[src/rtl/modem_config_consts.svh]
// register map, field layout, reset values and implied mantissa bits of the modem config bank
`ifndef MODEM_CONFIG_CONSTS_SVH
`define MODEM_CONFIG_CONSTS_SVH

// register indices; byte address is four times the index
`define IDX_FEC_PREAMBLE   18'h0df0f
`define IDX_SPACING_MANT   18'h0df10
`define IDX_DEVIATION      18'h0df11
`define IDX_CHANNEL_NUMBER 18'h0df20
`define IDX_BASE_FREQ      18'h0df21
`define IDX_STATUS         18'h0df22
`define ADDR_SHIFT         2

// first config register fields
`define FEC_BIT            7
`define PRE_HI             6
`define PRE_LO             4
`define CSE_HI             1
`define CSE_LO             0
`define FEC_RESET          1'h0
`define PRE_RESET          3'h2
`define CSE_RESET          2'h2

// second config register
`define CSM_RESET          8'hf8
`define CSM_IMPLIED        9'h100

// deviation register fields
`define DEVE_HI            6
`define DEVE_LO            4
`define DEVM_HI            2
`define DEVM_LO            0
`define DEVE_RESET         3'h4
`define DEVM_RESET         3'h7
`define DEVM_IMPLIED       4'h8

// own registers
`define CHANNEL_NUMBER_RESET         8'h00
`define BASE_RESET         24'h000000
`define FIXED_LENGTH_MODE  2'h0
`define STATUS_MISCFG_BIT  0

`endif

[src/rtl/modem_config_pkg.sv]
// shared types of the modem configuration bank
package modem_config_pkg;
    typedef logic [7:0]  byte_t;
    typedef logic [4:0]  preamble_bytes_t;
    typedef logic [11:0] spacing_t;
    typedef logic [10:0] deviation_t;
    typedef logic [27:0] freq_word_t;
endpackage

[src/rtl/modem_config_regs.sv]
// modem configuration registers on classic wishbone with derived radio words
`timescale 1ns/1ps
`include "modem_config_consts.svh"

module modem_config_regs (
    input  wire logic                                 clk_i,
    input  wire logic                                 rst_i,
    input  wire logic                                 wb_cyc_i,
    input  wire logic                                 wb_stb_i,
    input  wire logic                                 wb_we_i,
    input  wire logic [17:0]                          wb_adr_i,
    input  wire logic [3:0]                           wb_sel_i,
    input  wire logic [31:0]                          wb_dat_i,
    output logic      [31:0]                          wb_dat_o,
    output logic                                      wb_ack_o,
    input  wire logic [1:0]                           packet_length_select_i,
    input  wire logic                                 modulation_ask_i,
    input  wire logic                                 tx_data_bit_i,
    output logic                                      payload_fec_enable_o,
    output modem_config_pkg::preamble_bytes_t         preamble_bytes_o,
    output modem_config_pkg::spacing_t                channel_number_spacing_o,
    output modem_config_pkg::freq_word_t              operating_freq_o,
    output logic                                      tx_deviation_neg_o,
    output modem_config_pkg::deviation_t              tx_deviation_o
);

    // software-visible fields
    logic                         payload_fec_enable_q;
    logic [2:0]                   preamble_code_q;
    logic [1:0]                   channel_number_spacing_exponent_q;
    modem_config_pkg::byte_t      channel_number_spacing_mantissa_q;
    logic [2:0]                   dev_exponent_q;
    logic [2:0]                   dev_mantissa_q;
    modem_config_pkg::byte_t      channel_number_q;
    logic [23:0]                  base_freq_q;

    // bus decode
    logic                         req;
    logic                         wr;
    logic [17:0]                  idx;
    logic                         hit_fp;
    logic                         hit_sm;
    logic                         hit_dv;
    logic                         hit_ch;
    logic                         hit_bf;
    logic                         hit_st;
    logic                         fec_misconfig;
    logic [31:0]                  rd_d;

    // derived words
    modem_config_pkg::spacing_t        spacing_d;
    modem_config_pkg::freq_word_t      freq_d;
    modem_config_pkg::deviation_t      dev_mag_d;
    modem_config_pkg::preamble_bytes_t pre_bytes_d;

    // one access per cycle; ack drops the cycle after it rises
    assign req    = wb_cyc_i & wb_stb_i & ~wb_ack_o;
    assign wr     = req & wb_we_i & wb_sel_i[0];
    assign idx    = wb_adr_i >> `ADDR_SHIFT;
    assign hit_fp = (idx == `IDX_FEC_PREAMBLE);
    assign hit_sm = (idx == `IDX_SPACING_MANT);
    assign hit_dv = (idx == `IDX_DEVIATION);
    assign hit_ch = (idx == `IDX_CHANNEL_NUMBER);
    assign hit_bf = (idx == `IDX_BASE_FREQ);
    assign hit_st = (idx == `IDX_STATUS);

    // ack one cycle after the request, also for unmapped addresses
    always_ff @(posedge clk_i) begin
        if (rst_i) begin
            wb_ack_o <= 1'b0;
        end else begin
            wb_ack_o <= req;
        end
    end

    // first config register: fec, preamble code, spacing exponent
    always_ff @(posedge clk_i) begin
        if (rst_i) begin
            payload_fec_enable_q    <= `FEC_RESET;
            preamble_code_q         <= `PRE_RESET;
            channel_number_spacing_exponent_q <= `CSE_RESET;
        end else if (wr && hit_fp) begin
            payload_fec_enable_q    <= wb_dat_i[`FEC_BIT];
            preamble_code_q         <= wb_dat_i[`PRE_HI:`PRE_LO];
            channel_number_spacing_exponent_q <= wb_dat_i[`CSE_HI:`CSE_LO];
        end
    end

    // second config register: spacing mantissa
    always_ff @(posedge clk_i) begin
        if (rst_i) begin
            channel_number_spacing_mantissa_q <= `CSM_RESET;
        end else if (wr && hit_sm) begin
            channel_number_spacing_mantissa_q <= wb_dat_i[7:0];
        end
    end

    // deviation register; bits 7 and 3 are never stored
    always_ff @(posedge clk_i) begin
        if (rst_i) begin
            dev_exponent_q <= `DEVE_RESET;
            dev_mantissa_q <= `DEVM_RESET;
        end else if (wr && hit_dv) begin
            dev_exponent_q <= wb_dat_i[`DEVE_HI:`DEVE_LO];
            dev_mantissa_q <= wb_dat_i[`DEVM_HI:`DEVM_LO];
        end
    end

    // channel number
    always_ff @(posedge clk_i) begin
        if (rst_i) begin
            channel_number_q <= `CHANNEL_NUMBER_RESET;
        end else if (wr && hit_ch) begin
            channel_number_q <= wb_dat_i[7:0];
        end
    end

    // base frequency, 24 bits with per-lane writes
    always_ff @(posedge clk_i) begin
        if (rst_i) begin
            base_freq_q <= `BASE_RESET;
        end else if (req && wb_we_i && hit_bf) begin
            if (wb_sel_i[0]) begin
                base_freq_q[7:0] <= wb_dat_i[7:0];
            end
            if (wb_sel_i[1]) begin
                base_freq_q[15:8] <= wb_dat_i[15:8];
            end
            if (wb_sel_i[2]) begin
                base_freq_q[23:16] <= wb_dat_i[23:16];
            end
        end
    end

    // fec outside fixed-length mode is unsupported; flagged, not blocked
    assign fec_misconfig = payload_fec_enable_q
                         & (packet_length_select_i != `FIXED_LENGTH_MODE);

    // read mux; unused bits and unmapped words read zero
    always_comb begin
        rd_d = 32'h0;
        if (hit_fp) begin
            rd_d[`FEC_BIT]         = payload_fec_enable_q;
            rd_d[`PRE_HI:`PRE_LO]  = preamble_code_q;
            rd_d[`CSE_HI:`CSE_LO]  = channel_number_spacing_exponent_q;
        end else if (hit_sm) begin
            rd_d[7:0] = channel_number_spacing_mantissa_q;
        end else if (hit_dv) begin
            rd_d[`DEVE_HI:`DEVE_LO] = dev_exponent_q;
            rd_d[`DEVM_HI:`DEVM_LO] = dev_mantissa_q;
        end else if (hit_ch) begin
            rd_d[7:0] = channel_number_q;
        end else if (hit_bf) begin
            rd_d[23:0] = base_freq_q;
        end else if (hit_st) begin
            rd_d[`STATUS_MISCFG_BIT] = fec_misconfig;
        end
    end

    // read data registered together with ack
    always_ff @(posedge clk_i) begin
        if (rst_i) begin
            wb_dat_o <= 32'h0;
        end else if (req && !wb_we_i) begin
            wb_dat_o <= rd_d;
        end
    end

    // preamble code to byte count
    always_comb begin
        unique case (preamble_code_q)
            3'h0: pre_bytes_d = 5'h02;
            3'h1: pre_bytes_d = 5'h03;
            3'h2: pre_bytes_d = 5'h04;
            3'h3: pre_bytes_d = 5'h06;
            3'h4: pre_bytes_d = 5'h08;
            3'h5: pre_bytes_d = 5'h0c;
            3'h6: pre_bytes_d = 5'h10;
            3'h7: pre_bytes_d = 5'h18;
        endcase
    end

    // spacing in fref/2^18 units; frequency word in the same units
    // base register holds fref/2^16 units, so it is shifted up by two
    // operands widened before shift and product so no carry bit is lost
    always_comb begin
        spacing_d = (12'(`CSM_IMPLIED) | 12'(channel_number_spacing_mantissa_q))
                    << channel_number_spacing_exponent_q;
        freq_d    = 28'({base_freq_q, 2'b00})
                  + 28'(channel_number_q) * 28'(spacing_d);
    end

    // deviation magnitude in fref/2^17 units
    assign dev_mag_d = (11'(`DEVM_IMPLIED) | 11'(dev_mantissa_q))
                       << dev_exponent_q;

    // outputs registered; ask forces zero deviation
    always_ff @(posedge clk_i) begin
        if (rst_i) begin
            payload_fec_enable_o <= 1'b0;
            preamble_bytes_o     <= 5'h0;
            channel_number_spacing_o       <= 12'h0;
            operating_freq_o     <= 28'h0;
            tx_deviation_neg_o   <= 1'b0;
            tx_deviation_o       <= 11'h0;
        end else begin
            payload_fec_enable_o <= payload_fec_enable_q;
            preamble_bytes_o     <= pre_bytes_d;
            channel_number_spacing_o       <= spacing_d;
            operating_freq_o     <= freq_d;
            if (modulation_ask_i) begin
                tx_deviation_neg_o <= 1'b0;
                tx_deviation_o     <= 11'h0;
            end else begin
                tx_deviation_neg_o <= ~tx_data_bit_i;
                tx_deviation_o     <= dev_mag_d;
            end
        end
    end

endmodule

[config.mk]
export PLATFORM = sky130hd
export DESIGN_NAME = modem_config_regs
export DESIGN_NICKNAME = d
export VERILOG_FILES = /design/src/rtl/modem_config_pkg.sv /design/src/rtl/modem_config_regs.sv
export VERILOG_INCLUDE_DIRS = /design/src /design/src/rtl
export SDC_FILE = /design/constraint.sdc
export NUM_CORES = 1
export LEC_CHECK = 0
export BUFFER_PORTS_ARGS = -buffer_cell sky130_fd_sc_hd__buf_2
export CAP_MARGIN = 20
export CORE_ASPECT_RATIO = 1.1
export CORE_MARGIN = 1.5
export CORE_UTILIZATION = 40
export DETAILED_ROUTE_END_ITERATION = 8
export PLACE_DENSITY_LB_ADDON = 0.2
export SLEW_MARGIN = 10
export SYNTH_ARGS = -nofsm -noshare
export SYNTH_HDL_FRONTEND = slang
export SYNTH_SLANG_ARGS = --single-unit
[constraint.sdc]
create_clock -name clk_i -period 5.6 [get_ports clk_i]
set_clock_uncertainty 0.2 [all_clocks]
set_input_delay 0 -clock clk_i [delete_from_list [all_inputs] [get_ports clk_i]]
set_output_delay 0 -clock clk_i [all_outputs]
set_load 0.1 [all_outputs]
After elaboration in Yosys (flattened, before gate mapping)
Memories as Yosys holds them, arrays and structs flattened. A register that Yosys moved wholly into a read port is not among the register bits.
Cells that the tools add are included.

storage, ports and cells
  register bits after elaboration = 130
  ROM bits = 40
  input port bits = 63
  output and inout bits = 91
  word-level logic and storage cells = 67
  memories = 1

memories
  name              words  width  read ports  clocked after Yosys merged registers in  wr ports  line                      RTL
  (name not given)  8      5      1           1                                        0         modem_config_regs.sv:171  unique case (preamble_code_q)

cells by class
  add/sub/neg operators = 1
  multiply operators = 1
  equal/unequal tests = 6
  shifts and indexed selects = 2
  multiplexer cells = 19
  bitwise gates (word level) = 7
  reduce and logical (&&, ||, !) cells = 13

operators with widths
  operator              number
  $mux 23               5
  $eq 16x16->1 const B  6
  $mux 16               3
  $add 26x20->27        1
  $mul 8x12->20         1
  $mux 17               1
  $mux 8                2
  $shl 9x2->12          1
  $shl 4x3->11          1
  $logic_and 1x1->1     7
  $mux 3                2
  $reduce_and 2->1      3
  $and 1x1->1           5
  $mux 2                2
  $mux 4                1
  $mux 1                3
  $not 1->1             2
  $reduce_bool 2->1     1
  $reduce_or 2->1       1
  $logic_not 1->1       1

Longest topological paths before layout
  depth in word-level cells = 10
  gate-level depth with buffers = 20
  depth with buffers taken out = 19

Worst setup path after synthesis
Ideal clock, no wire load.

  kind = register to register
  start = register channel_number_spacing_exponent_q[0]
  end = register operating_freq_o[20]
  setup time = 0.123 ns
  arrival time = 4.969 ns
  required time = 5.277 ns
  setup slack = 0.308 ns
  stages on the path, launching flop included = 20
  path buffers = 1
  clock period less this slack = 5.292 ns
  cells stage by stage = dfxtp_1 buf_2 mux2i_1 mux2i_1 nand2_1 fa_1 inv_1 fa_1 ha_1 inv_1 fa_1 inv_1 ha_1 fa_1 a211oi_2 o21ai_1 a21oi_1 o21ai_1 a311oi_1 mux2_1

on the way
  longest elaborated chain between the ends = 3

RTL lines
  element                 line                      RTL
  start, declared         modem_config_regs.sv:30   logic [1:0] channel_number_spacing_exponent_q;
  start signal, assigned  modem_config_regs.sv:81   channel_number_spacing_exponent_q <= `CSE_RESET;
  start signal, assigned  modem_config_regs.sv:85   channel_number_spacing_exponent_q <= wb_dat_i[`CSE_HI:`CSE_LO];
  $shl 9x2->12            modem_config_regs.sv:187  spacing_d = (12'(`CSM_IMPLIED) | 12'(channel_number_spacing_mantissa_q))
  $mul 8x12->20           modem_config_regs.sv:190  + 28'(channel_number_q) * 28'(spacing_d);
  $add 26x20->27          modem_config_regs.sv:190
  end signal, assigned    modem_config_regs.sv:210  operating_freq_o <= freq_d;
  end, declared           modem_config_regs.sv:22   output modem_config_pkg::freq_word_t operating_freq_o,

Every way passes these cells.
A chain may end at the register's enable or synchronous reset.

Final worst setup path
Ends and elaborated chain as after synthesis.

==> flow_summary.json <==
{
  "core_um2": 22000,
  "p_leak_nw": 5.42,
  "wl_met1_um": 10200,
  "cp.arrival_ns": 5.46,
  "numCtsBuffers": 17,
  "initialDrtViolationCount": 343,
  "yosysTopAreaCell": "dfxtp_1",
  "layoutNonFillerInstCount": 1507,
  "post-route-period-util": 0.956,
  "grt_overflow": 0,
  "ir_drop_mv": 0.189,
  "tightest_slew_ns": 0.919,
  "dp_hpwl_um": 17000,
  "yosys_warnings": 0,
  "min_path_type": "primary input to register",
  "routed.top_layer": "met4",
  "fp.dieH_um": 160,
  "cts_sinks": 134,
  "hold_viol": 0,
  "synth_cell_types": 72,
  "grt_pass1_vias": 7319,
  "synth-edff-count": 0,
  "area_growth_pct": 29.0,
  "synth_cells": 966,
  "track_usage": 0.202,
  "n_fill_cell": 2109,
  "crit_path_max_fanout": 7,
  "rsz0062_at_grt": "false",
  "dr.pass1.iters": 5,
  "place_ws_ns": -0.120,
  "max_freq_mhz": 187,
  "power.density_nw_per_um2": 203,
  "io_pins": 154,
  "synthTopCellsByArea": "dfxtp_1, fa_1, ha_1",
  "cts_tree": "built",
  "met2_length_um": 11600,
  "syn_area_um2": 8930,
  "cts-root-buf": "clkbuf_16",
  "drc": 0,
  "crit_type": "register to register",
  "synthArstFlopShare": 0,
  "route.antenna.remaining_nets": 0,
  "wire_per_inst_um": 15.4,
  "die_w_um": 145,
  "setup_ws_ns": 0.246,
  "total_power_mw": 2.34,
  "multi_input_area_um2": 5630,
  "port_buffers": 133,
  "final_net_count": 1381,
  "final_util": 0.524,
  "rows": 57,
  "initial_core_util": 0.407,
  "antenna_found_initial": 0,
  "yosysSeqAreaShare": 0.300,
  "cap_violations": 0,
  "clk_latency_ns": 0.43,
  "synthFlopType": "dfxtp_1",
  "vias": 7504,
  "synth.ff_latch_count": 134,
  "wl_met3_um": 969,
  "required_ns": 5.71,
  "grt_pass1_wl_um": 37500,
  "fin_crit_ns": 5.35,
  "place_area_um2": 10200,
  "grt_max_degree": 85,
  "fp.dieArea_um2": 23200,
  "start_kind": "register",
  "h-tree-depth": 4,
  "regArea_um2": 2690,
  "n_antenna_cell": 0,
  "fin_area_um2": 11500,
  "vias_per_cell": 4.98,
  "setup_violations": 0,
  "worst_setup_path_end_kind": "register",
  "relSlewSlack": 0.387,
  "clockBufferDepth": 2,
  "syn_area_per_cell_um2": 9.24,
  "yosys.area.top_type_share": 0.300,
  "status": "complete, no violations",
  "wl_um": 23200,
  "cts.reportedPaths.clkPinSlew_ns": 0.07,
  "layout-drive-gt1-share": 0.228,
  "dp.cells": 1413,
  "maxSlewViolCount": 0,
  "routabilityCongestion": 0.823
}
layout make-up:
type	instances	share of cell area
multi-input cells	671	0.489
flip-flops and latches	134	0.233
repair buffers	257	0.153
inverters	118	0.0384
clock buffers	18	0.0381
well taps	295	0.0320
clock inverters	14	0.0163
where the power goes:
group / internal (mW) / switching (mW) / total (mW) / leakage, nW
Clock: 0.726 / 0.490 / 1.22 / 0.298
Combinational: 0.0422 / 0.121 / 0.163 / 4.03
Sequential: 0.959 / 0.00198 / 0.960 / 1.08
Total: 1.73 / 0.613 / 2.34 / 5.42
Yosys cell counts (6+ instances only):
cell	number
a211o_1	12
a211oi_1	7
a21oi_1	31
a22oi_1	19
and2_1	58
and3_1	13
buf_2	8
buf_4	11
clkbuf_1	26
dfxtp_1	134
fa_1	77
ha_1	42
inv_1	118
mux2_2	6
mux2i_1	48
nand2_1	57
nand3_1	9
nor2_1	108
nor2b_1	38
nor3_1	17
o21ai_0	9
o31ai_1	6
xnor2_1	8
layer usage:
layer | vias to the layer above | global-route usage
li1 | 3638 | -
met1 | 3681 | 0.263
met2 | 162 | 0.341
met3 | 23 | 0.0391
met4 | 0 | 0.0566
met5 | - | 0
state kept, by name (all words and copies together) (netlist names), 2 cells and up:
| signal | flops |
|---|---|
| base_freq_q | 24 |
| channel_number_q | 8 |
| channel_number_spacing_exponent_q | 2 |
| channel_number_spacing_mantissa_q | 8 |
| channel_number_spacing_o | 12 |
| dev_exponent_q | 3 |
| dev_mantissa_q | 3 |
| operating_freq_o | 27 |
| preamble_bytes_o | 5 |
| preamble_code_q | 3 |
| tx_deviation_o | 11 |
| wb_dat_o | 24 |
cell usage in the layout, fill, tap and decap left out, types with 42 or more instances in the layout:
master / netlist / routed
fa_1: 77 / 77
dlygate4sd3_1: 0 / 61
dfxtp_1: 134 / 132
buf_2: 8 / 132
inv_1: 118 / 118
nand2_1: 57 / 57
mux2i_1: 48 / 44
nor2_1: 108 / 108
buf_4: 11 / 63
ha_1: 42 / 42
and2_1: 58 / 58
path summary, 6_finish.rpt:
check,from,endpoint,slack (ns),cells after the start
setup / recovery,channel_number_spacing_exponent_q[0]$_SDFFE_PP0P_,operating_freq_o[20]$_SDFF_PP0_,0.25,17
hold / removal,wb_sel_i[0],dev_exponent_q[1]$_SDFFE_PP0P_,0.03,5
setup reg to reg,channel_number_spacing_exponent_q[0]$_SDFFE_PP0P_,operating_freq_o[20]$_SDFF_PP0_,0.25,17
hold reg to reg,base_freq_q[5]$_SDFFE_PP0P_,wb_dat_o[5]$_SDFFE_PP0P_,0.29,2
critical path: stages, from the launching register on:
cell and delay (ns):
dfxtp_4 0.40, mux4_2 0.57, buf_4 0.17, nand2_1 0.09, fa_1 0.42, inv_1 0.10, fa_1 0.44, ha_1 0.29
inv_1 0.05, fa_1 0.52, inv_1 0.06, fa_1 0.46, a211oi_2 0.24, o21ai_1 0.18, a21oi_2 0.21, o21ai_2 0.12
a311oi_1 0.32, mux2_1 0.36
through the flow:
stage | hold WS, ns | TNS [ns]
floorplan | -0.129 | 0
global placement | -0.0389 | -0.00103
detailed placement | -0.0364 | -0.320
CTS | 0.00671 | 0
global route | 0.0430 | 0
finish | 0.0292 | 0
timing repair:
item	CTS	global route
endpoints found under the setup margin	5	7
endpoints found under the hold margin	108	0
gates resized for setup	2	17
setup buffers	0	1
hold buffers	61	0
logic make-up after synthesis:
group	share of synthesized area
compound gates	0.104
xor+xnor	0.00785
fa+ha+maj	0.231
buf+inv	0.0776
flops	0.300
mux	0.0677
other cells	0.000420
simple gates	0.211
Note: power is estimated with default switching activity, not from simulation.
